`src/pfs_regs.vh`:
```
// Register map, field positions, reset values and timing counts
// for the program flash self-programming sequencer.
// Assumes a word-addressed Avalon-MM slave port and a 100 MHz clock.
`ifndef PFS_REGS_VH
`define PFS_REGS_VH

// Word indices on the register bus
`define PFS_IDX_BYTE_POINTER 3'h0
`define PFS_IDX_BYTE_LATCH 3'h1
`define PFS_IDX_MEMORY_CONTROL 3'h2
`define PFS_IDX_UNLOCK_KEY 3'h3
`define PFS_IDX_STATUS 3'h4

// Control register fields
`define PFS_CTL_PROGRAM_SPACE_SELECT 7
`define PFS_CTL_CONFIG_SPACE_SELECT 6
`define PFS_CTL_ROW_ERASE_SELECT 4
`define PFS_CTL_WRITE_ERROR_FLAG 3
`define PFS_CTL_WRITE_ENABLE 2
`define PFS_CTL_WRITE_START 1
`define PFS_CTL_READ_START 0

// Status register fields
`define PFS_STA_WRITE_COMPLETE_IRQ 0
`define PFS_STA_BUSY 1

// Reset values
`define PFS_RST_BYTE_POINTER 22'h000000
`define PFS_RST_BYTE_LATCH 8'h00
`define PFS_RST_HOLDING 8'hff

// Unlock key values
`define PFS_KEY_FIRST 8'h55
`define PFS_KEY_SECOND 8'haa

// Pointer update modes for table instructions
`define PFS_TBL_KEEP 2'h0
`define PFS_TBL_POSTINC 2'h1
`define PFS_TBL_POSTDEC 2'h2
`define PFS_TBL_PREINC 2'h3

// Timing
`define PFS_CLK_PERIOD_NS 10
`define PFS_LONG_WRITE_NS 2000000
`define PFS_LONG_WRITE_CYCLES (`PFS_LONG_WRITE_NS / `PFS_CLK_PERIOD_NS)

`endif

```
`src/pfs_flash_selfprog.v`:
```
// Program flash self-programming sequencer: table reads and writes,
// holding registers, unlock key, timed row erase and 8-byte program.
// Assumes a core that issues table instructions one at a time and an
// external flash macro with one-cycle registered read data.
//
// Operation
// - Table read fetches one byte into latch
// - Pointer bit 0 picks low or high byte
// - Table instructions can step the pointer
// - Erase clears 64-byte row, pointer bits 21:6
// - No word erase; smallest erase 32 words
// - Firmware erase limited to a single row
// - Erase ignores latch and holding contents
// - Start only after 55h then AAh keys
// - Long write stalls core; timer ends it
// - Row erase stalls about 2 ms
// - Program operation stalls about 2 ms
// - Programming always covers 8 bytes
// - Eight holding registers loaded by table writes
// - Reset during long write sets error flag
// - Write start refused while enable clear
// - Start bits settable only, hardware clears
// - Completion sets sticky write-complete flag
// - Pointer 2:0 picks register; 21:3 block
//
// Decided for this implementation: the Avalon-MM register port and the placing of the registers.
`timescale 1ns/1ps
`include "pfs_regs.vh"

module pfs_flash_selfprog #(
  parameter integer P_LONG_WRITE_CYCLES = `PFS_LONG_WRITE_CYCLES
) (
  input wire i_sys_clk,
  input wire i_resetn,
  input wire [2:0] i_avs_address,
  input wire i_avs_read,
  input wire i_avs_write,
  input wire [31:0] i_avs_writedata,
  input wire [3:0] i_avs_byteenable,
  output reg [31:0] o_avs_readdata,
  output reg o_avs_waitrequest,
  input wire i_table_read_instr,
  input wire i_table_write_instr,
  input wire [1:0] i_tbl_mode,
  output reg o_tbl_done,
  output reg o_cpu_stall,
  input wire i_master_clear_reset,
  input wire i_watchdog_timeout,
  output reg o_flash_rd,
  output reg [20:0] o_flash_word_addr,
  input wire [15:0] i_flash_rdata,
  output reg o_flash_erase,
  output reg o_flash_prog,
  output reg o_flash_abort,
  output reg [63:0] o_flash_wdata,
  output reg o_write_complete_irq_flag,
  output reg o_write_error_flag
);

  localparam [31:0] LW_LAST = P_LONG_WRITE_CYCLES - 1;
  localparam [1:0] KEY_IDLE = 2'h0;
  localparam [1:0] KEY_FIRST = 2'h1;
  localparam [1:0] KEY_ARMED = 2'h2;

  reg [21:0] byte_pointer_r;
  reg [7:0] byte_latch_r;
  reg program_space_select_r;
  reg config_space_select_r;
  reg row_erase_select_r;
  reg write_enable_bit_r;
  reg write_start_r;
  reg read_start_r;
  reg busy_r;
  reg op_erase_r;
  reg [31:0] cnt_r;
  reg [1:0] key_st_r;
  reg rd_pend_r;
  reg hi_sel_r;
  reg [1:0] rs1_r;
  reg [1:0] rs2_r;
  reg [1:0] rs3_r;
  reg [1:0] rflt_r;

  reg [21:0] step_ptr;
  reg [21:0] tbl_addr;
  reg [31:0] rd_mux;
  reg [21:0] ptr_wr;
  wire [63:0] hold_flat;
  wire bus_req;
  wire wr_take;
  wire tbl_wr_go;
  wire rst_evt;
  wire start_ok;

  // Request seen while waitrequest is high; answered one cycle later
  assign bus_req = (i_avs_read | i_avs_write) & o_avs_waitrequest & ~busy_r;
  assign wr_take = i_avs_write & ~o_avs_waitrequest;
  assign tbl_wr_go = i_table_write_instr & ~busy_r;

  // Filtered reset events; only a reset inside a long write matters
  assign rst_evt = busy_r & (|(rs2_r & rs3_r & ~rflt_r));

  // Start needs armed keys and enable set by an earlier access
  assign start_ok = i_avs_writedata[`PFS_CTL_WRITE_START] & (key_st_r == KEY_ARMED) &
                    write_enable_bit_r & i_avs_writedata[`PFS_CTL_PROGRAM_SPACE_SELECT] &
                    ~i_avs_writedata[`PFS_CTL_CONFIG_SPACE_SELECT];

  // Pointer stepping touches only the low 21 bits
  always @* begin
    step_ptr = byte_pointer_r;
    case (i_tbl_mode)
      `PFS_TBL_POSTINC, `PFS_TBL_PREINC: begin
        step_ptr = {byte_pointer_r[21], byte_pointer_r[20:0] + 21'h000001};
      end
      `PFS_TBL_POSTDEC: begin
        step_ptr = {byte_pointer_r[21], byte_pointer_r[20:0] - 21'h000001};
      end
      default: begin
        step_ptr = byte_pointer_r;
      end
    endcase
    tbl_addr = (i_tbl_mode == `PFS_TBL_PREINC) ? step_ptr : byte_pointer_r;
  end

  // Byte-lane merge for the pointer
  always @* begin
    ptr_wr = byte_pointer_r;
    if (i_avs_byteenable[0]) begin
      ptr_wr[7:0] = i_avs_writedata[7:0];
    end
    if (i_avs_byteenable[1]) begin
      ptr_wr[15:8] = i_avs_writedata[15:8];
    end
    if (i_avs_byteenable[2]) begin
      ptr_wr[21:16] = i_avs_writedata[21:16];
    end
  end

  always @* begin
    rd_mux = 32'h00000000;
    case (i_avs_address)
      `PFS_IDX_BYTE_POINTER: begin
        rd_mux = {10'h000, byte_pointer_r};
      end
      `PFS_IDX_BYTE_LATCH: begin
        rd_mux = {24'h000000, byte_latch_r};
      end
      `PFS_IDX_MEMORY_CONTROL: begin
        rd_mux = {24'h000000, program_space_select_r, config_space_select_r, 1'b0,
                  row_erase_select_r, o_write_error_flag, write_enable_bit_r,
                  write_start_r, read_start_r};
      end
      `PFS_IDX_STATUS: begin
        rd_mux = {30'h00000000, busy_r, o_write_complete_irq_flag};
      end
      default: begin
        rd_mux = 32'h00000000;
      end
    endcase
  end

  // Eight holding registers, one per pointer low-bit value
  genvar g;
  generate
    for (g = 0; g < 8; g = g + 1) begin : gen_hold
      reg [7:0] hold_byte_r;
      always @(posedge i_sys_clk or negedge i_resetn) begin
        if (!i_resetn) begin
          hold_byte_r <= `PFS_RST_HOLDING;
        end else if (tbl_wr_go && (tbl_addr[2:0] == g)) begin
          hold_byte_r <= byte_latch_r;
        end
      end
      assign hold_flat[8*g+7:8*g] = hold_byte_r;
    end
  endgenerate

  // Three-stage catch of reset requests; second and third must agree
  always @(posedge i_sys_clk or negedge i_resetn) begin
    if (!i_resetn) begin
      rs1_r <= 2'h0;
      rs2_r <= 2'h0;
      rs3_r <= 2'h0;
      rflt_r <= 2'h0;
    end else begin
      rs1_r <= {i_watchdog_timeout, i_master_clear_reset};
      rs2_r <= rs1_r;
      rs3_r <= rs2_r;
      rflt_r <= (rflt_r & (rs2_r ^ rs3_r)) | (rs3_r & ~(rs2_r ^ rs3_r));
    end
  end

  always @(posedge i_sys_clk or negedge i_resetn) begin
    if (!i_resetn) begin
      o_avs_readdata <= 32'h00000000;
      o_avs_waitrequest <= 1'b1;
      o_tbl_done <= 1'b0;
      o_cpu_stall <= 1'b0;
      o_flash_rd <= 1'b0;
      o_flash_word_addr <= 21'h000000;
      o_flash_erase <= 1'b0;
      o_flash_prog <= 1'b0;
      o_flash_abort <= 1'b0;
      o_flash_wdata <= 64'h0000000000000000;
      o_write_complete_irq_flag <= 1'b0;
      o_write_error_flag <= 1'b0;
      byte_pointer_r <= `PFS_RST_BYTE_POINTER;
      byte_latch_r <= `PFS_RST_BYTE_LATCH;
      program_space_select_r <= 1'b0;
      config_space_select_r <= 1'b0;
      row_erase_select_r <= 1'b0;
      write_enable_bit_r <= 1'b0;
      write_start_r <= 1'b0;
      read_start_r <= 1'b0;
      busy_r <= 1'b0;
      op_erase_r <= 1'b0;
      cnt_r <= 32'h00000000;
      key_st_r <= KEY_IDLE;
      rd_pend_r <= 1'b0;
      hi_sel_r <= 1'b0;
    end else begin
      o_tbl_done <= 1'b0;
      o_flash_rd <= 1'b0;
      o_flash_erase <= 1'b0;
      o_flash_prog <= 1'b0;
      o_flash_abort <= 1'b0;
      read_start_r <= 1'b0;
      rd_pend_r <= o_flash_rd;

      // Bus answer; held off during a long write, which stalls the core
      if (!o_avs_waitrequest) begin
        o_avs_waitrequest <= 1'b1;
      end else if (bus_req) begin
        o_avs_waitrequest <= 1'b0;
        o_avs_readdata <= i_avs_read ? rd_mux : 32'h00000000;
      end

      // Table read: word fetch, byte picked on return
      if (i_table_read_instr && !busy_r) begin
        o_flash_rd <= 1'b1;
        o_flash_word_addr <= tbl_addr[21:1];
        hi_sel_r <= tbl_addr[0];
        byte_pointer_r <= step_ptr;
      end
      if (rd_pend_r) begin
        byte_latch_r <= hi_sel_r ? i_flash_rdata[15:8] : i_flash_rdata[7:0];
        o_tbl_done <= 1'b1;
      end

      // Table write is a short write into holding registers only
      if (tbl_wr_go) begin
        byte_pointer_r <= step_ptr;
        o_tbl_done <= 1'b1;
      end

      if (wr_take) begin
        case (i_avs_address)
          `PFS_IDX_BYTE_POINTER: begin
            byte_pointer_r <= ptr_wr;
          end
          `PFS_IDX_BYTE_LATCH: begin
            if (i_avs_byteenable[0]) begin
              byte_latch_r <= i_avs_writedata[7:0];
            end
          end
          `PFS_IDX_UNLOCK_KEY: begin
            if (i_avs_byteenable[0] && (key_st_r == KEY_IDLE) &&
                (i_avs_writedata[7:0] == `PFS_KEY_FIRST)) begin
              key_st_r <= KEY_FIRST;
            end else if (i_avs_byteenable[0] && (key_st_r == KEY_FIRST) &&
                         (i_avs_writedata[7:0] == `PFS_KEY_SECOND)) begin
              key_st_r <= KEY_ARMED;
            end else begin
              key_st_r <= KEY_IDLE;
            end
          end
          `PFS_IDX_MEMORY_CONTROL: begin
            key_st_r <= KEY_IDLE;
            if (i_avs_byteenable[0]) begin
              program_space_select_r <= i_avs_writedata[`PFS_CTL_PROGRAM_SPACE_SELECT];
              config_space_select_r <= i_avs_writedata[`PFS_CTL_CONFIG_SPACE_SELECT];
              row_erase_select_r <= i_avs_writedata[`PFS_CTL_ROW_ERASE_SELECT];
              write_enable_bit_r <= i_avs_writedata[`PFS_CTL_WRITE_ENABLE];
              o_write_error_flag <= i_avs_writedata[`PFS_CTL_WRITE_ERROR_FLAG];
              // Read start only for data memory, which this block lacks
              if (i_avs_writedata[`PFS_CTL_READ_START] &&
                  !i_avs_writedata[`PFS_CTL_PROGRAM_SPACE_SELECT]) begin
                read_start_r <= 1'b1;
              end
              if (start_ok) begin
                write_start_r <= 1'b1;
                busy_r <= 1'b1;
                o_cpu_stall <= 1'b1;
                cnt_r <= LW_LAST;
                op_erase_r <= i_avs_writedata[`PFS_CTL_ROW_ERASE_SELECT];
                if (i_avs_writedata[`PFS_CTL_ROW_ERASE_SELECT]) begin
                  // Row only; data contents play no part
                  o_flash_erase <= 1'b1;
                  o_flash_word_addr <= {byte_pointer_r[21:6], 5'h00};
                end else begin
                  o_flash_prog <= 1'b1;
                  o_flash_word_addr <= {byte_pointer_r[21:3], 2'h0};
                  o_flash_wdata <= hold_flat;
                end
              end
            end
          end
          `PFS_IDX_STATUS: begin
            if (i_avs_byteenable[0] && i_avs_writedata[`PFS_STA_WRITE_COMPLETE_IRQ]) begin
              o_write_complete_irq_flag <= 1'b0;
            end
          end
          default: begin
            key_st_r <= key_st_r;
          end
        endcase
      end

      // Timer ends the long write; a filtered reset aborts it first
      if (busy_r) begin
        if (rst_evt) begin
          busy_r <= 1'b0;
          o_cpu_stall <= 1'b0;
          write_start_r <= 1'b0;
          o_flash_abort <= 1'b1;
          o_write_error_flag <= 1'b1;
        end else if (cnt_r == 32'h00000000) begin
          busy_r <= 1'b0;
          o_cpu_stall <= 1'b0;
          write_start_r <= 1'b0;
          o_write_complete_irq_flag <= 1'b1;
          if (op_erase_r) begin
            row_erase_select_r <= 1'b0;
          end
        end else begin
          cnt_r <= cnt_r - 32'h00000001;
        end
      end
    end
  end

endmodule // pfs_flash_selfprog

```
`config.mk`:
```
export PLATFORM = sky130hd
export DESIGN_NAME = pfs_flash_selfprog
export DESIGN_NICKNAME = d
export VERILOG_FILES = /design/src/pfs_flash_selfprog.v
export VERILOG_INCLUDE_DIRS = /design/src /design/src/src
export SDC_FILE = /design/constraint.sdc
export NUM_CORES = 1
export LEC_CHECK = 0
export BUFFER_PORTS_ARGS = -buffer_cell sky130_fd_sc_hd__buf_2
export CAP_MARGIN = 10
export CORE_MARGIN = 4
export CORE_UTILIZATION = 50
export CTS_BUF_LIST = sky130_fd_sc_hd__clkbuf_2
export CTS_CLUSTER_SIZE = 10
export DETAILED_ROUTE_END_ITERATION = 8
export PLACE_DENSITY_LB_ADDON = 0.1
export SETUP_SLACK_MARGIN = 0.3
export SLEW_MARGIN = 40
export SYNTH_ARGS = -nofsm -noshare
export SYNTH_HDL_FRONTEND = slang
export SYNTH_SLANG_ARGS = --single-unit
export TNS_END_PERCENT = 50
```
`constraint.sdc`:
```
create_clock -name i_sys_clk -period 5.05 [get_ports i_sys_clk]
set_input_delay 0.2525 -clock i_sys_clk [delete_from_list [all_inputs] [get_ports i_sys_clk]]
set_output_delay 0.2525 -clock i_sys_clk [all_outputs]
set_load 0.1 [all_outputs]
```
==> impl_metrics.csv, run 1 <==
group,metric,value,unit
yosys,synthArstFlopShare,1.00,
yosys,yosysSeqAreaShare,0.527,
yosys,synth-main-ff-cell,"dfrtp_1",
clock_network,cts_made_buffers,68,
timing,fin_skew,0.0647,ns
route,finalWirelength,34900,um
outcome,status,"finished clean",
power,power_leakage,6.94,nW
clock_network,htreeDepth,3,
route,ant_nets,0,
place,globalplace.congestion,0.955,
yosys,syn_area,0.0126,mm2
timing,whs,0.0909,ns
floorplan,rows,57,
clock_network,cts_tree,"yes",
run,drv_cap,0,
route,drtIter0Drc,851,
power,p_total,6.87,mW
place,port_buffers,169,
yosys,yosys.area.top_type,"dfrtp_1",
clock_network,cts_setup_buffers,0,
power,p_int,4.10,mW
power,combPwrFrac,0.297,
route,drc,0,
layout,instances_no_fill,1784,
timing,fin_crit_sh,0.784,
hold_path,hold_class,"input port to flip-flop",
layout,finish.instance_area,0.0150,mm2
route,first_pass_iters,6,
timing,setup_violations,0,
place,dp_hpwl,23600,um
critical_path,required,5.80,ns
route,wl_per_cell,19.6,um
yosys,yosys-top-cells-area,"dfrtp_1, dfstp_2, mux2_2",
clock_network,postCtsHoldBufs,66,
floorplan,start_util,0.514,
clock_network,cts_sinks,262,
route,vias_per_cell,5.76,
power,clockPowerShare,0.212,
layout,finish.utilization,0.612,
yosys,synth.ff_latch_count,262,
power,seqPwrFrac,0.491,
yosys,yosys_warnings,0,
global_route,grt_max_degree,65,
layout,synthToLayoutAreaGrowth,19.1,%
yosys,synth_top_area_frac,0.391,
clock_network,clockBufferDepth,3,
timing,tns,0,ns
timing,fmax,253,MHz
timing,fin_crit,3.96,ns
floorplan,die-area,0.0278,mm2
global_route,antenna_found_initial,1,
layout,n_fill_cell,2102,
power,power_switching,2.77,mW
power,p_sw_frac,0.404,
critical_path,cp.arrival,4.71,ns
layout,drive_gt1_frac,0.363,
clock_network,clock_latency,0.83,ns
floorplan,pin_count,191,
yosys,syn_avg_cell_area,10.8,um2
floorplan,core_area,0.0245,mm2
global_route,grt_pass1_wl,55800,um
route,via_count,10300,
global_route,gr-total-overflow,0,
place,place_ws,1.65,ns
timing,worst_pin_slew,0.862,ns
clock_network,clock-root-buffer,"clkbuf_2",
critical_path,critPathLaunchType,"flip-flop",
place,place_inst,1594,
timing,rsz0062_at_grt,"no",
power,irDropWorstVdd,0.303,mV
yosys,syn-instance-count,1162,
clock_network,clk_pin_slew,0.10,ns
timing,drv_slew,0,
timing,final_hold_viol_count,0,
place,place_area,0.0137,mm2
floorplan,die_y,167,um
floorplan,dieWidth,167,um
critical_path,crit_path_end_kind,"flip-flop",
global_route,globalRouteTotalUtil,0.247,
power,power.density,457,mW/mm2
global_route,grt_pass1_vias,10100,
yosys,synth_edf_count,0,
layout,nets,1477,
yosys,ys_types,71,
timing,max_slew_margin,0.421,
timing,fin_ws,1.09,ns
critical_path,critPathMaxFanout,11,
critical_path,crit_type,"flip-flop to flip-flop",
clock_network,cts_resized,0,
final timing paths:
check	startpoint	to	slack (ns)	depth (start not counted)
max in group asynchronous	i_resetn	byte_pointer_r[10]$_DFFE_PN0P_	3.33	5
hold / removal	i_master_clear_reset	rs1_r[0]$_DFF_PN0_	0.09	2
setup / recovery	byte_pointer_r[1]$_DFFE_PN0P_	byte_pointer_r[14]$_DFFE_PN0P_	1.09	10
setup reg to reg	byte_pointer_r[1]$_DFFE_PN0P_	byte_pointer_r[14]$_DFFE_PN0P_	1.09	10
min in group asynchronous	i_resetn	gen_hold[7].hold_byte_r[7]$_DFFE_PN1P_	0.58	3
hold reg to reg	rs1_r[1]$_DFF_PN0_	rs2_r[1]$_DFF_PN0_	0.35	0
flip-flops by register name, indices dropped and copies added, names as in the netlist, 2 cells and up, named ones only:
| register | flops |
|---|---|
| gen_hold.hold_byte_r | 64 |
| o_flash_wdata | 64 |
| cnt_r | 32 |
| byte_pointer_r | 22 |
| o_avs_readdata | 22 |
| o_flash_word_addr | 21 |
| byte_latch_r | 8 |
| key_st_r | 2 |
| rs1_r | 2 |
| rs2_r | 2 |
| rs3_r | 2 |
kinds of logic after synthesis:
family / Yosys count / synth area share
other: 1 / 0.000298
flip-flops: 262 / 0.527
AO/OA/AOI/OAI: 268 / 0.139
adder cells (fa/ha/maj): 7 / 0.00675
AND/OR/NAND/NOR: 346 / 0.140
buffers and inverters: 105 / 0.0366
XOR/XNOR: 9 / 0.00626
multiplexers: 164 / 0.144
cell usage in the layout (no fill, tap or decap), drive strengths merged, types with 8 or more instances in the layout:
cell,n
o211ai,9
inv,19
dfrtp,197
or4,11
a22o,30
mux2i,27
nand4,16
nor3,33
buf,188
dlygate4sd3,65
a21oi,41
and2,10
o22ai,13
a21o,11
o21ai,93
mux2,137
nand2,81
clkinv,8
nor2,74
conb,10
nand2b,10
dfstp,65
nor4,23
a31oi,9
or3,14
nand3,34
clkbuf,111
synthesized netlist by cell type, types with 10 or more instances:
cell type and count:
dfstp_2 65, o21ai_0 83, nand2_1 80, dfrtp_1 197, buf_1 10, a21oi_1 40, and2_1 10, inv_1 15
or3_1 14, nor4_1 23, a21o_1 11, clkbuf_1 58, mux2_2 137, o21ai_1 10, nand3_1 34, or4_1 11
nand4_1 16, o22ai_1 13, nor3_1 33, nand2b_1 10, nor2_1 74, mux2i_1 27, a22o_1 30, buf_4 12
critical path: stages (launching register included):
cell	delay [ns]
dfrtp_1	0.63
xnor2_1	0.13
ha_1	0.32
nor4_1	0.51
nand3_1	0.27
a21boi_1	0.27
mux2i_1	0.38
a32oi_1	0.16
dlygate4sd3_1	0.59
o211ai_1	0.10
dlygate4sd3_1	0.57
layer usage:
layer | GRT usage | up-vias | part of all wire | wire length, um
li1 | - | 4797 | - | -
met1 | 0.357 | 5042 | 0.45 | 15600
met2 | 0.379 | 373 | 0.46 | 16100
met3 | 0.0519 | 58 | 0.074 | 2600
met4 | 0.0729 | 0 | 0.018 | 643
met5 | 0 | - | 0 | 0
layout make-up:
type                            instances  area (um2)  area share
Inverter                               17        63.8     0.00425
Clock buffer                          111         556      0.0370
Clock inverter                         12        57.6     0.00383
Tap cell                              324         405      0.0270
Sequential cell                       262        6640       0.442
Multi-Input combinational cell        804        5590       0.372
Timing Repair Buffer                  253        1710       0.114
Antenna cell                            1        2.50    0.000167
power groups by stage:
stage          clock network [mW]  registers [mW]  logic, mW
5_1_grt                      1.63            3.45       2.20
3_5_place_dp                    0            3.39       1.94
4_1_cts                      1.50            3.35       2.04
2_1_floorplan                   0            3.59       1.17
3_3_place_gp                    0            3.38       1.91
6_report                     1.45            3.37       2.04
No activity file was read; power rests on OpenSTA's default activity.
==> inputs of run 2 (changes only) <==
- ABC_AREA: default -> 1
- clock period: 5.05 -> 3.6 ns (I/O delays scaled with it)
==> impl_metrics.csv, run 2 <==
group,metric,value,unit
outcome,status,"finished clean",
route,wl_per_cell,16.9,um
yosys,yosys-top-cells-area,"dfrtp_1, nand2_1, dfstp_2",
timing,fmax,330,MHz
place,place_inst,2134,
critical_path,critPathMaxFanout,12,
timing,whs,0.0938,ns
global_route,gr-total-overflow,0,
floorplan,rows,59,
layout,n_fill_cell,2455,
clock_network,cts_made_buffers,70,
global_route,antenna_found_initial,1,
yosys,syn_area,0.0133,mm2
route,vias_per_cell,5.33,
timing,final_hold_viol_count,0,
global_route,grt_pass1_wl,62700,um
timing,max_slew_margin,0.495,
route,via_count,12400,
timing,fin_crit,3.03,ns
critical_path,slowest_delay,0.57,ns
layout,mostFrequentLayoutCells,"nand2_1, dfrtp_1, buf_2, inv_1, o21ai_0",
yosys,syn-instance-count,1677,
place,place_area,0.0143,mm2
yosys,synth_common_cells,"nand2_1, dfrtp_1, inv_1, o21ai_0, nor2_1",
floorplan,start_util,0.510,
route,finalWirelength,39500,um
critical_path,reg2reg_from,"o_avs_waitrequest$_DFF_PN1_",
clock_network,cts_sinks,262,
layout,synthToLayoutAreaGrowth,18.4,%
yosys,yosysSeqAreaShare,0.498,
floorplan,core_area,0.0261,mm2
timing,fin_crit_sh,0.842,
power,power.density,637,mW/mm2
layout,finish.instance_area,0.0158,mm2
floorplan,die_y,171,um
global_route,grt_pass1_vias,11900,
floorplan,pin_count,191,
layout,instances_no_fill,2337,
global_route,grt_max_degree,90,
yosys,synth.most_common_cell,"nand2_1",
layout,nets,2020,
timing,rsz0062_at_grt,"no",
clock_network,clk_pin_slew,0.11,ns
critical_path,critPathLaunch,"o_avs_waitrequest$_DFF_PN1_",
yosys,yosys_warnings,0,
layout,reg_top3,"gen_hold.hold_byte_r x64, o_flash_wdata x64, cnt_r x32",
critical_path,cpMostUsedCell,"dlygate4sd3_1",
layout,regArea,0.00664,mm2
hold_path,hp-start,"i_table_write_instr",
layout,multiInputGateArea,0.00569,mm2
critical_path,cp.arrival,3.76,ns
global_route,globalRouteTotalUtil,0.268,
power,irDropWorstVdd,0.511,mV
power,p_total,10.1,mW
timing,fin_skew,0.0864,ns
critical_path,crit_type,"flip-flop to flip-flop",
floorplan,dieWidth,171,um
run,drv_cap,0,
place,dp_hpwl,26500,um
timing,drv_slew,0,
route,first_pass_iters,7,
power,power_leakage,8.11,nW
layout,final_common_cell,"nand2_1",
clock_network,clock_latency,0.84,ns
timing,setup_violations,0,
yosys,synth_edf_count,0,
route,ant_nets,0,
floorplan,die-area,0.0293,mm2
yosys,synth-main-ff-cell,"dfrtp_1",
yosys,synth.ff_latch_count,262,
timing,tns,0,ns
hold_path,hold_class,"input port to flip-flop",
critical_path,crit_chain,"nor2_1 > inv_1 > nor2_4 > inv_2 > nand2_2 > o221ai_1 > dlygate4sd3_1 > o21bai_1 > o21ai_0 > dlygate4sd3_1",
layout,drive_gt1_frac,0.221,
yosys,yosys.area.top_type,"dfrtp_1",
clock_network,cts_tree,"yes",
clock_network,clock-root-buffer,"clkbuf_2",
critical_path,required,4.33,ns
clock_network,clockBufferDepth,3,
clock_network,cts_setup_buffers,0,
clock_network,htreeDepth,3,
yosys,synth_top_area_frac,0.370,
yosys,syn_avg_cell_area,7.95,um2
route,drc,0,
yosys,ys_types,58,
route,drtIter0Drc,1099,
yosys,synthArstFlopShare,1.00,
place,globalplace.congestion,0.926,
timing,worst_pin_slew,0.758,ns
critical_path,critPathLaunchType,"flip-flop",
critical_path,crit_path_end_kind,"flip-flop",
place,port_buffers,169,
critical_path,cp_slowest_cell,"dlygate4sd3_1",
run 2: cell types whose count changed in the layout (fill, tap and decap cells not counted), moves of 16 or more:
cell,previous run,this run
a21oi_1,40,103
a22o_1,30,1
inv_1,15,137
mux2_2,137,2
mux2i_1,27,2
nand2_1,80,518
nand2_2,0,18
nand3_1,34,89
nor2_1,72,117
nor2_2,1,17
nor4_1,20,3
o21ai_0,82,130
o21ai_1,11,52
run 2: critical path: cells and delay by family (launching register included):
kind / cells / cell delay, ns
DFF: 1 / 0.55
and+or+nand+nor: 3 / 0.39
AOI/OAI and AO/OA: 3 / 0.39
buffers and inverters: 4 / 1.57
run 2: area by class of cell:
cell class              instances  share of cell area
clock buffers                 110              0.0349
clock inverters                14             0.00729
flip-flops and latches        262               0.421
diodes                          1            0.000159
multi-input cells            1197               0.361
repair buffers                263               0.112
inverters                     155              0.0375
well taps                     335              0.0266
run 2: power by group:
group	internal (mW)	total, mW	switching, mW
Clock	0.946	2.21	1.27
Sequential	3.82	4.35	0.531
Combinational	0.954	3.50	2.55
Total	5.71	10.1	4.35
run 2: logic make-up after synthesis:
family / after synthesis / share of synthesized area
other: 1 / 0.000281
adders and majority gates: 6 / 0.00563
DFF: 262 / 0.498
buffers and inverters: 228 / 0.0787
and+or+nand+nor: 814 / 0.261
xor gates and xnor gates: 12 / 0.00789
AOI/OAI and AO/OA: 350 / 0.145
muxes: 4 / 0.00319
run 2: timing repair:
item                                    CTS  global route
hold buffers                             77             0
resized for setup                         0             1
endpoints found under the setup margin    0            19
hold endpoints to repair                206             0
run 2: final timing paths:
check                      cells after the start  slack [ns]                                     end
setup reg to reg                              10        0.57          byte_pointer_r[20]$_DFFE_PN0N_
max in group asynchronous                      4        2.03  gen_hold[3].hold_byte_r[2]$_DFFE_PN1P_
hold reg to reg                                0        0.34                      rs2_r[0]$_DFF_PN0_
min in group asynchronous                      3        0.52               byte_latch_r[7]$_DFF_PN0_
hold / removal                                 4        0.09                    o_tbl_done$_DFF_PN0_
setup / recovery                              10        0.57          byte_pointer_r[20]$_DFFE_PN0N_
run 2: per-layer routing:
layer | global-route usage | wire (um) | vias to the layer above
li1 | - | - | 6045
met1 | 0.371 | 17300 | 5778
met2 | 0.417 | 17700 | 519
met3 | 0.0538 | 3130 | 105
met4 | 0.104 | 1350 | 0
met5 | 0 | 0 | -
run 2: stage by stage:
step           utilization  setup WS, ns
6_report             0.604         0.568
3_5_place_dp         0.549         0.824
4_1_cts              0.604         0.443
3_3_place_gp         0.549         0.887
5_1_grt              0.604         0.447
2_1_floorplan            -          1.41
